$ cat src/inc/spc_defs.vh
// Offsets, field positions, reset values and codes of the serial port control block
`ifndef SPC_DEFS_VH
`define SPC_DEFS_VH

`define SPC_OFS_SERIAL_CONTROL 8'h98
`define SPC_OFS_OWN_ADDRESS    8'ha0
`define SPC_OFS_ADDRESS_MASK   8'ha4
`define SPC_OFS_AUX_CONTROL    8'ha8
`define SPC_OFS_IRQ_STATUS     8'hac
`define SPC_OFS_IRQ_MASK       8'hb0
`define SPC_OFS_BIT_WRITE      8'hb4

`define SPC_SERIAL_CONTROL_RESET         8'h00
`define SPC_ADDR_RESET         8'h00
`define SPC_MASK_RESET         8'h00
`define SPC_IRQ_RESET          3'h0

`define SPC_BIT_MODE_LOW       7
`define SPC_BIT_MODE_HIGH      6
`define SPC_BIT_MP_ENABLE      5
`define SPC_BIT_RX_ENABLE      4
`define SPC_BIT_TX_NINTH       3
`define SPC_BIT_RX_NINTH       2
`define SPC_BIT_TX_DONE        1
`define SPC_BIT_RX_DONE        0

`define SPC_IRQ_RX_DONE        0
`define SPC_IRQ_TX_DONE        1
`define SPC_IRQ_FRAMING        2

`define SPC_MODE_SHIFT         2'h0
`define SPC_MODE_UART8         2'h1

`define SPC_RESP_OKAY          2'h0
`define SPC_RESP_SLVERR        2'h2

`endif

$ cat src/rtl/spc_addr_match.v
// Masked comparison of a received address byte against the given address
`timescale 1ns/10ps
module spc_addr_match #(
  parameter W = 8
) (
  input  wire [W-1:0] rx_byte_i,     // Received address byte
  input  wire [W-1:0] own_address_i, // Individual address
  input  wire [W-1:0] address_mask_i,// Zero bits are don't-care
  output wire         hit_o          // Address matches
);

  assign hit_o = ((rx_byte_i ^ own_address_i) & address_mask_i) == {W{1'b0}}; // [RULE_11]

endmodule // spc_addr_match

$ cat src/rtl/spc_serial_control.v
// Serial port control register, flag handling, address filter and AXI4-Lite slave
// Functional notes
// [RULE_01] Modes 2 and 3: received ninth bit is copied into rx_ninth_bit.
// [RULE_02] Mode 1 without multiprocessor enable: stop bit goes into rx_ninth_bit.
// [RULE_03] Mode 0: rx_ninth_bit is never updated by reception.
// [RULE_04] transmit_done_flag set after eighth bit in mode 0, else at stop start.
// [RULE_05] Mode 0: receive_done_flag set at end of eighth received bit.
// [RULE_06] Software clears the done flags by writing zero; hardware only sets them.
// [RULE_07] Control register resets to zero; each bit writable on its own.
// [RULE_08] Multiprocessor enable has no effect while mode 0 is selected.
// [RULE_09] Multiprocessor mode: receive_done_flag only set on matching address.
// [RULE_10] Mode 1 address filtering uses stop bit as ninth bit; needs valid stop.
// [RULE_11] Given address is own_address with zero mask bits as don't-care.
`timescale 1ns/10ps
`include "spc_defs.vh"
module spc_serial_control (
  input  wire        clk_i,           // 250 MHz clock
  input  wire        arst_n_i,        // Async reset, active low
  input  wire [7:0]  s_axi_awaddr,    // Write address
  input  wire        s_axi_awvalid,   // Write address valid
  output wire        s_axi_awready,   // Write address ready
  input  wire [31:0] s_axi_wdata,     // Write data
  input  wire [3:0]  s_axi_wstrb,     // Write byte strobes
  input  wire        s_axi_wvalid,    // Write data valid
  output wire        s_axi_wready,    // Write data ready
  output reg  [1:0]  s_axi_bresp,     // Write response
  output reg         s_axi_bvalid,    // Write response valid
  input  wire        s_axi_bready,    // Write response ready
  input  wire [7:0]  s_axi_araddr,    // Read address
  input  wire        s_axi_arvalid,   // Read address valid
  output wire        s_axi_arready,   // Read address ready
  output reg  [31:0] s_axi_rdata,     // Read data
  output reg  [1:0]  s_axi_rresp,     // Read response
  output reg         s_axi_rvalid,    // Read data valid
  input  wire        s_axi_rready,    // Read data ready
  input  wire        tx_bit8_end_i,   // Pulse: end of eighth bit sent
  input  wire        tx_stop_start_i, // Pulse: stop bit starts
  input  wire        rx_bit8_end_i,   // Pulse: end of eighth bit received
  input  wire        rx_frame_end_i,  // Pulse: frame received, modes 1-3
  input  wire [7:0]  rx_byte_i,       // Received data byte
  input  wire        rx_ninth_i,      // Ninth bit, or stop bit in mode 1
  input  wire        rx_stop_bad_i,   // Stop bit was invalid
  output wire [1:0]  port_mode_o,     // Selected mode
  output wire        rx_enable_o,     // Reception enabled
  output wire        tx_ninth_bit_o,  // Ninth bit to send
  output wire        irq_o            // Interrupt, level
);

  reg        mode_low_q;
  reg        mode_high_q;
  reg        mp_enable_q;
  reg        rx_enable_q;
  reg        tx_ninth_q;
  reg        rx_ninth_q;
  reg        tx_done_q;
  reg        rx_done_q;
  reg        framing_error_q;
  reg        framing_flag_select_q;
  reg [7:0]  own_address_q;
  reg [7:0]  address_mask_q;
  reg [2:0]  irq_status_q;
  reg [2:0]  irq_mask_q;
  reg        aw_have_q;
  reg [7:0]  aw_addr_q;
  reg        w_have_q;
  reg [31:0] w_data_q;
  reg [3:0]  w_strb_q;

  wire [1:0] mode      = {mode_low_q, mode_high_q};
  wire       mode_zero = (mode == `SPC_MODE_SHIFT);
  wire       mp_on     = mp_enable_q & ~mode_zero; // [RULE_08]
  wire       addr_hit;

  spc_addr_match #(
    .W (8)
  ) u_match (
    .rx_byte_i      (rx_byte_i),
    .own_address_i  (own_address_q),
    .address_mask_i (address_mask_q),
    .hit_o          (addr_hit)
  );

  // Ninth bit is the stop bit in mode 1, so one test covers modes 1 to 3
  wire rx_frame  = ~mode_zero & rx_frame_end_i & rx_enable_q;
  wire rx_accept = ~mp_on | (rx_ninth_i & addr_hit); // [RULE_09] [RULE_10]
  wire ri_set    = mode_zero ? (rx_bit8_end_i & rx_enable_q) // [RULE_05]
                             : (rx_frame & rx_accept);
  wire ti_set    = mode_zero ? tx_bit8_end_i : tx_stop_start_i; // [RULE_04]
  wire rb8_load  = rx_frame & rx_accept; // [RULE_01] [RULE_02] [RULE_03]
  wire fe_set    = rx_frame & rx_stop_bad_i;

  wire [7:0] serial_control_cur = {framing_flag_select_q ? framing_error_q : mode_low_q,
                         mode_high_q, mp_enable_q, rx_enable_q,
                         tx_ninth_q, rx_ninth_q, tx_done_q, rx_done_q};

  // Write side: address and data may arrive in either order
  wire wr_fire = aw_have_q & w_have_q & ~s_axi_bvalid;
  assign s_axi_awready = ~aw_have_q;
  assign s_axi_wready  = ~w_have_q;

  wire wr_serial_control = wr_fire & (aw_addr_q == `SPC_OFS_SERIAL_CONTROL) & w_strb_q[0];
  wire wr_bit  = wr_fire & (aw_addr_q == `SPC_OFS_BIT_WRITE) & w_strb_q[0];
  wire wr_own  = wr_fire & (aw_addr_q == `SPC_OFS_OWN_ADDRESS) & w_strb_q[0];
  wire wr_msk  = wr_fire & (aw_addr_q == `SPC_OFS_ADDRESS_MASK) & w_strb_q[0];
  wire wr_aux  = wr_fire & (aw_addr_q == `SPC_OFS_AUX_CONTROL) & w_strb_q[0];
  wire wr_ists = wr_fire & (aw_addr_q == `SPC_OFS_IRQ_STATUS) & w_strb_q[0];
  wire wr_imsk = wr_fire & (aw_addr_q == `SPC_OFS_IRQ_MASK) & w_strb_q[0];
  wire wr_map  = (aw_addr_q == `SPC_OFS_SERIAL_CONTROL) | (aw_addr_q == `SPC_OFS_BIT_WRITE) |
                 (aw_addr_q == `SPC_OFS_OWN_ADDRESS) | (aw_addr_q == `SPC_OFS_ADDRESS_MASK) |
                 (aw_addr_q == `SPC_OFS_AUX_CONTROL) | (aw_addr_q == `SPC_OFS_IRQ_STATUS) |
                 (aw_addr_q == `SPC_OFS_IRQ_MASK);

  // Single-bit write keeps the other seven bits as they read
  wire [7:0] bit_sel  = 8'h01 << w_data_q[2:0];
  wire [7:0] serial_control_new = wr_bit ? ((serial_control_cur & ~bit_sel) | (bit_sel & {8{w_data_q[3]}}))
                               : w_data_q[7:0]; // [RULE_07]
  wire       serial_control_wr  = wr_serial_control | wr_bit;

  always @(posedge clk_i or negedge arst_n_i) begin
    if (!arst_n_i) begin
      aw_have_q    <= 1'b0;
      aw_addr_q    <= 8'h00;
      w_have_q     <= 1'b0;
      w_data_q     <= 32'h0000_0000;
      w_strb_q     <= 4'h0;
      s_axi_bvalid <= 1'b0;
      s_axi_bresp  <= `SPC_RESP_OKAY;
    end else begin
      if (s_axi_awvalid && !aw_have_q) begin
        aw_have_q <= 1'b1;
        aw_addr_q <= s_axi_awaddr;
      end else if (wr_fire) begin
        aw_have_q <= 1'b0;
      end
      if (s_axi_wvalid && !w_have_q) begin
        w_have_q <= 1'b1;
        w_data_q <= s_axi_wdata;
        w_strb_q <= s_axi_wstrb;
      end else if (wr_fire) begin
        w_have_q <= 1'b0;
      end
      if (wr_fire) begin
        s_axi_bvalid <= 1'b1;
        s_axi_bresp  <= wr_map ? `SPC_RESP_OKAY : `SPC_RESP_SLVERR;
      end else if (s_axi_bready) begin
        s_axi_bvalid <= 1'b0;
      end
    end
  end

  // Control fields; a hardware set in the same cycle beats a software clear
  always @(posedge clk_i or negedge arst_n_i) begin
    if (!arst_n_i) begin
      mode_low_q            <= 1'b0; // [RULE_07]
      mode_high_q           <= 1'b0;
      mp_enable_q           <= 1'b0;
      rx_enable_q           <= 1'b0;
      tx_ninth_q            <= 1'b0;
      rx_ninth_q            <= 1'b0;
      tx_done_q             <= 1'b0;
      rx_done_q             <= 1'b0;
      framing_error_q       <= 1'b0;
      framing_flag_select_q <= 1'b0;
      own_address_q         <= `SPC_ADDR_RESET;
      address_mask_q        <= `SPC_MASK_RESET;
      irq_status_q          <= `SPC_IRQ_RESET;
      irq_mask_q            <= `SPC_IRQ_RESET;
    end else begin
      if (serial_control_wr) begin
        if (framing_flag_select_q) begin
          framing_error_q <= serial_control_new[`SPC_BIT_MODE_LOW] | fe_set;
        end else begin
          mode_low_q <= serial_control_new[`SPC_BIT_MODE_LOW];
        end
        mode_high_q <= serial_control_new[`SPC_BIT_MODE_HIGH];
        mp_enable_q <= serial_control_new[`SPC_BIT_MP_ENABLE];
        rx_enable_q <= serial_control_new[`SPC_BIT_RX_ENABLE];
        tx_ninth_q  <= serial_control_new[`SPC_BIT_TX_NINTH];
      end
      if (fe_set) begin
        framing_error_q <= 1'b1;
      end else if (serial_control_wr && framing_flag_select_q) begin
        framing_error_q <= serial_control_new[`SPC_BIT_MODE_LOW];
      end
      if (rb8_load) begin
        rx_ninth_q <= rx_ninth_i; // [RULE_01] [RULE_02]
      end else if (serial_control_wr) begin
        rx_ninth_q <= serial_control_new[`SPC_BIT_RX_NINTH];
      end
      if (ti_set) begin
        tx_done_q <= 1'b1; // [RULE_04]
      end else if (serial_control_wr) begin
        tx_done_q <= serial_control_new[`SPC_BIT_TX_DONE]; // [RULE_06]
      end
      if (ri_set) begin
        rx_done_q <= 1'b1; // [RULE_05] [RULE_09]
      end else if (serial_control_wr) begin
        rx_done_q <= serial_control_new[`SPC_BIT_RX_DONE]; // [RULE_06]
      end
      if (wr_own) begin
        own_address_q <= w_data_q[7:0];
      end
      if (wr_msk) begin
        address_mask_q <= w_data_q[7:0];
      end
      if (wr_aux) begin
        framing_flag_select_q <= w_data_q[0];
      end
      if (wr_imsk) begin
        irq_mask_q <= w_data_q[2:0];
      end
      irq_status_q <= (irq_status_q & ~(wr_ists ? w_data_q[2:0] : 3'h0)) |
                      {fe_set, ti_set, ri_set};
    end
  end

  // Read side: one read at a time, data from a register
  reg [31:0] rd_data;
  reg        rd_ok;
  always @* begin
    rd_data = 32'h0000_0000;
    rd_ok   = 1'b1;
    if (s_axi_araddr == `SPC_OFS_SERIAL_CONTROL) begin
      rd_data[7:0] = serial_control_cur;
    end else if (s_axi_araddr == `SPC_OFS_OWN_ADDRESS) begin
      rd_data[7:0] = own_address_q;
    end else if (s_axi_araddr == `SPC_OFS_ADDRESS_MASK) begin
      rd_data[7:0] = address_mask_q;
    end else if (s_axi_araddr == `SPC_OFS_AUX_CONTROL) begin
      rd_data[0] = framing_flag_select_q;
    end else if (s_axi_araddr == `SPC_OFS_IRQ_STATUS) begin
      rd_data[2:0] = irq_status_q;
    end else if (s_axi_araddr == `SPC_OFS_IRQ_MASK) begin
      rd_data[2:0] = irq_mask_q;
    end else if (s_axi_araddr == `SPC_OFS_BIT_WRITE) begin
      rd_data = 32'h0000_0000;
    end else begin
      rd_ok = 1'b0;
    end
  end

  assign s_axi_arready = ~s_axi_rvalid;

  always @(posedge clk_i or negedge arst_n_i) begin
    if (!arst_n_i) begin
      s_axi_rvalid <= 1'b0;
      s_axi_rdata  <= 32'h0000_0000;
      s_axi_rresp  <= `SPC_RESP_OKAY;
    end else if (s_axi_arvalid && !s_axi_rvalid) begin
      s_axi_rvalid <= 1'b1;
      s_axi_rdata  <= rd_data;
      s_axi_rresp  <= rd_ok ? `SPC_RESP_OKAY : `SPC_RESP_SLVERR;
    end else if (s_axi_rready) begin
      s_axi_rvalid <= 1'b0;
    end
  end

  assign port_mode_o    = mode;
  assign rx_enable_o    = rx_enable_q;
  assign tx_ninth_bit_o = tx_ninth_q;
  assign irq_o          = |(irq_status_q & irq_mask_q);

endmodule // spc_serial_control

$ cat config.mk
export PLATFORM = sky130hd
export DESIGN_NAME = spc_serial_control
export DESIGN_NICKNAME = d
export VERILOG_FILES = /design/src/rtl/spc_addr_match.v /design/src/rtl/spc_serial_control.v
export VERILOG_INCLUDE_DIRS = /design/src /design/src/inc
export SDC_FILE = /design/constraint.sdc
export NUM_CORES = 1
export LEC_CHECK = 0
export BUFFER_PORTS_ARGS = -buffer_cell sky130_fd_sc_hd__buf_2
export CAP_MARGIN = 20
export CORE_UTILIZATION = 53
export DETAILED_ROUTE_END_ITERATION = 7
export PLACE_DENSITY = 0.9
export RECOVER_POWER = 100
export SYNTH_ARGS = -nofsm -noshare
export SYNTH_HDL_FRONTEND = slang
export SYNTH_SLANG_ARGS = --single-unit
$ cat constraint.sdc
create_clock -name clk_i -period 4.95 [get_ports clk_i]
set_input_delay 0.495 -clock clk_i [delete_from_list [all_inputs] [get_ports clk_i]]
set_output_delay 0.495 -clock clk_i [all_outputs]
set_load 0.01 [all_outputs]
# After elaboration in Yosys (flattened, before gate mapping)
# Index checks and enable logic that the tools add are counted.
# word_totals
register_bits	89
out_inout_bits	46
word_cells	148
# op_classes
eq_ne	14
shifts	1
mux	39
bitwise	49
reduce_logical	21
# ops
cell	n
== test 8 bit (second input constant)	14
2-to-1 mux 8 bit	4
2-to-1 mux 1 bit	28
AND 8 bit	3
2-to-1 mux 24 bit	1
AND 1 bit	23
nonzero test 2 bit	7
2-to-1 mux 3 bit	3
OR 1 bit	9
logical NOT 8 bit	1
NOT 8 bit	1
OR 8 bit	1
left shift 1 x 3 -> 8 bit (first input constant)	1
XOR 8 bit	1
NOT 1 bit	7
AND 3 bit	2
2-to-1 mux 2 bit	3
nonzero test 3 bit	2
logical AND 1 bit	4
AND reduction 2 bit	2
logical NOT 1 bit	3
NOT 3 bit	1
OR 3 bit	1
OR reduction 3 bit	1
logical NOT 2 bit	1

# Longest topological paths before layout
# depth
ltp_word	10
ltp_mapped	7

# By module
# Synthesis repeated with hierarchy kept, for this count alone.
# hier_totals
hier_cells	321
hier_area_um2	3485.8
# modules_own_cells
mod	instances	cells_each	area_per_inst_um2
spc_serial_control	1	308	3377.0
spc_addr_match	1	13	108.9

# Least setup slack after synthesis
# No wires, ideal clock.
# synth_timing
kind	reg2reg
start	register aw_addr_q[1]
end	register (tool-made name)
arrival_ns	2.070
path_slack_ns	2.756
path_stages_with_launch	7
n_path_buf	1
period_less_slack_ns	2.194
path_cell_list	dfrtp_1 or4b_4 or3_1 buf_6 mux2i_1 mux2_1 mux2_2
# synth_rtl
item	line_no	source
start, declared	spc_serial_control.v:64	reg [7:0] aw_addr_q;
start signal, assigned	spc_serial_control.v:131	aw_addr_q <= s_axi_awaddr;

==> flow_summary.json <==
{
  "htree_levels": 3,
  "end_kind": "register",
  "startpoint_type": "register",
  "synth_seq_cells": 63,
  "cts_root_buf": "clkbuf_8",
  "netSwitchingPower_mw": 0.585,
  "fmax_mhz": 369,
  "rsz0062_at_grt": "false",
  "leakagePower_nw": 1.76,
  "synthArstFlopShare_pct": 100,
  "wirelength_um": 8140,
  "synth_fa_ha_area_share_pct": 0,
  "crit_type": "register to register",
  "netlist_area_um2": 3460,
  "holdWs_ns": 0.312,
  "synth_top_area_share_pct": 45.6,
  "synth.area.top_cells": "dfrtp_1 (46%), mux2_2 (10%), buf_4 (6.1%)",
  "clkPwrFrac_pct": 27.7,
  "routed_via_density": 5.94,
  "slew_violations": 0,
  "drive_above_1_share_pct": 23.1,
  "yosysTopAreaCell": "dfrtp_1",
  "cts_setup_buffers": 0,
  "drv_cap": 0,
  "place_area_um2": 3690,
  "gp_congestion": 0.892,
  "synth_compound_area_share_pct": 14.9,
  "synth_edf_count": 0,
  "muxShareOfSynthArea_pct": 12.6,
  "yosysSeqAreaShare_pct": 45.6,
  "dp_hpwl_um": 6030,
  "multi_input_comb_area_um2": 1620,
  "grt_pass1_wl_um": 12700,
  "clock_latency_ns": 0.33,
  "die_width_um": 82.8,
  "fin_total_pwr_mw": 1.67,
  "diodes": 0,
  "synth_top_family_by_area": "compound AO/OA/AOI/OAI gates",
  "violations": "design-rule violations",
  "vias": 2901,
  "coreArea_um2": 6310,
  "dr.pass1.iters": 8,
  "synth-simple-area-share_pct": 14.6,
  "grt_usage_pct": 25.6,
  "slew_headroom_pct": 20.3,
  "antenna_found_initial": 0,
  "numCtsBuffers": 9,
  "avgSynthCellArea_um2": 9.88,
  "fin_tns_setup_ns": 0,
  "power.density_nw_per_um2": 432,
  "ir_worst_vdd_mv": 0.253,
  "drt_iter0_drc": 326,
  "wl_per_cell_um": 16.7,
  "synthXorXnorAreaFrac_pct": 2.03,
  "arrival_ns": 2.92,
  "synth_common_cells": "dfrtp_1 (63), nand2_1 (39), mux2_2 (31)",
  "seqCellArea_um2": 1580,
  "synth_cell_types": 51,
  "skew_ns": 0.00692,
  "seqPwrFrac_pct": 47.3,
  "io_buffers": 65,
  "io_pins": 119,
  "synthCells": 350,
  "clk_pin_slew_ns": 0.07,
  "hold_viol": 0,
  "finalCriticalPeriod_ns": 2.71,
  "grt_pass1_vias": 2631,
  "min_period_over_period_pct": 54.8,
  "hold_class": "input pin to async pin",
  "ys.flop_type": "dfrtp_1",
  "cts_buffer_depth": 2,
  "syn_to_final_growth_pct": 11.7,
  "status": "finished, violations left",
  "overflow": 0,
  "fill_cells": 532,
  "cts.repair.resized": 0,
  "worst_slew_pin_slew_ns": 1.18,
  "die_area_um2": 6850,
  "p_comb_share_pct": 24.9,
  "cp_cell_sequence": "or4b_1 > nor2_1 > o21ai_0 > a21oi_1 > mux2_2",
  "synth_most_common_cell": "dfrtp_1",
  "crit_fanout": 11,
  "slowest_stage": "or4b_1",
  "start_util_pct": 54.8,
  "grt_max_degree": 64,
  "drc": 2,
  "ys.warnings.count": 0,
  "core.rowCount": 29,
  "final_cell_area_um2": 3860,
  "drtAntennaViolNets": 0,
  "fin_nets": 479,
  "hold_buffers": 0,
  "slowest_delay_ns": 0.60,
  "cts_tree": "yes",
  "cts.sink_count": 63,
  "required_ns": 5.16,
  "die_y_um": 82.8,
  "swShare_pct": 35.1,
  "p_int_mw": 1.08,
  "setup_viol": 0
}
## per-stage QoR
step | setup slack, ns | std cells | util [%]
detailed placement | 2.55 | 472 | 58.4
CTS | 2.53 | 488 | 61.8
floorplan | 2.76 | 375 | -
finish | 2.24 | 488 | 61.2
global placement | 2.61 | 472 | 58.4
global route | 2.14 | 488 | 61.2
## logic make-up after synthesis
group / after synthesis
and+or+nand+nor: 97
DFF: 63
AOI/OAI and AO/OA: 80
muxes: 39
xor gates and xnor gates: 8
buffers and inverters: 62
other: 1
## placed cells by master, fill, tap and decap left out, types with 5 or more instances in the layout
| cell | count |
|---|---|
| buf_2 | 44 |
| a32o_1 | 6 |
| xor2_1 | 8 |
| conb_1 | 26 |
| nand2_1 | 39 |
| mux2i_1 | 6 |
| nor2_1 | 13 |
| inv_1 | 15 |
| o21ai_0 | 31 |
| a21oi_1 | 15 |
| clkbuf_1 | 22 |
| dfrtp_1 | 63 |
| a22oi_1 | 9 |
| nand3_1 | 11 |
| nor4_1 | 6 |
| mux2_2 | 31 |
| clkbuf_8 | 12 |
| nand4b_1 | 5 |
## flip-flops by register name (all words and copies together) (netlist names), named ones only
register	count
address_mask_q	8
w_data_q	8
s_axi_bvalid	1
s_axi_rvalid	1
framing_error_q	1
s_axi_rresp	1
own_address_q	8
aw_have_q	1
irq_status_q	3
mode_low_q	1
w_strb_q	1
s_axi_bresp	1
framing_flag_select_q	1
rx_done_q	1
irq_mask_q	3
w_have_q	1
aw_addr_q	8
s_axi_rdata	8
tx_done_q	1
## per-layer routing
metal	track usage, %	wire length [µm]
met4	12.6	234
met5	0	0
met2	40.5	3990
met3	5.57	608
met1	33.3	3310
## power groups by stage
stage,Combinational (mW),Clock [mW],Sequential [mW]
floorplan,0.347,0,0.725
finish,0.415,0.463,0.790
CTS,0.427,0.467,0.783
global placement,0.404,0,0.782
detailed placement,0.426,0,0.791
global route,0.462,0.490,0.804
## layout make-up
| cell class | count | area share (%) |
|---|---|---|
| Tap cell | 77 | 2.49 |
| Inverter | 16 | 1.55 |
| Timing Repair Buffer | 66 | 7.93 |
| Sequential cell | 63 | 40.8 |
| Clock buffer | 13 | 4.37 |
| Clock inverter | 3 | 1.04 |
| Multi-Input combinational cell | 250 | 41.8 |
## critical path: cells and delay by family, from the launching register on
kind	cells	cell delay, ns
compound gates	2	0.84
flops	1	0.42
mux	1	0.37
simple gates	2	0.96
## path summary, 6_finish.rpt
path                                             from                          to  slack (ns)  cells past startpoint
setup reg to reg             aw_addr_q[1]$_DFFE_PN0P_                    register        2.24                      5
setup / recovery             aw_addr_q[1]$_DFFE_PN0P_                    register        2.24                      5
hold reg to reg            s_axi_rdata[1]$_DFFE_PN0P_  s_axi_rdata[1]$_DFFE_PN0P_        0.48                      2
hold / removal                               arst_n_i  s_axi_rdata[2]$_DFFE_PN0P_        0.31                      2
max in group asynchronous                    arst_n_i   irq_status_q[2]$_DFF_PN0_        4.10                      2
min in group clk_i                       s_axi_rready    s_axi_rvalid$_DFFE_PN0P_        0.33                      2
Power figures use the tool's default switching activity.
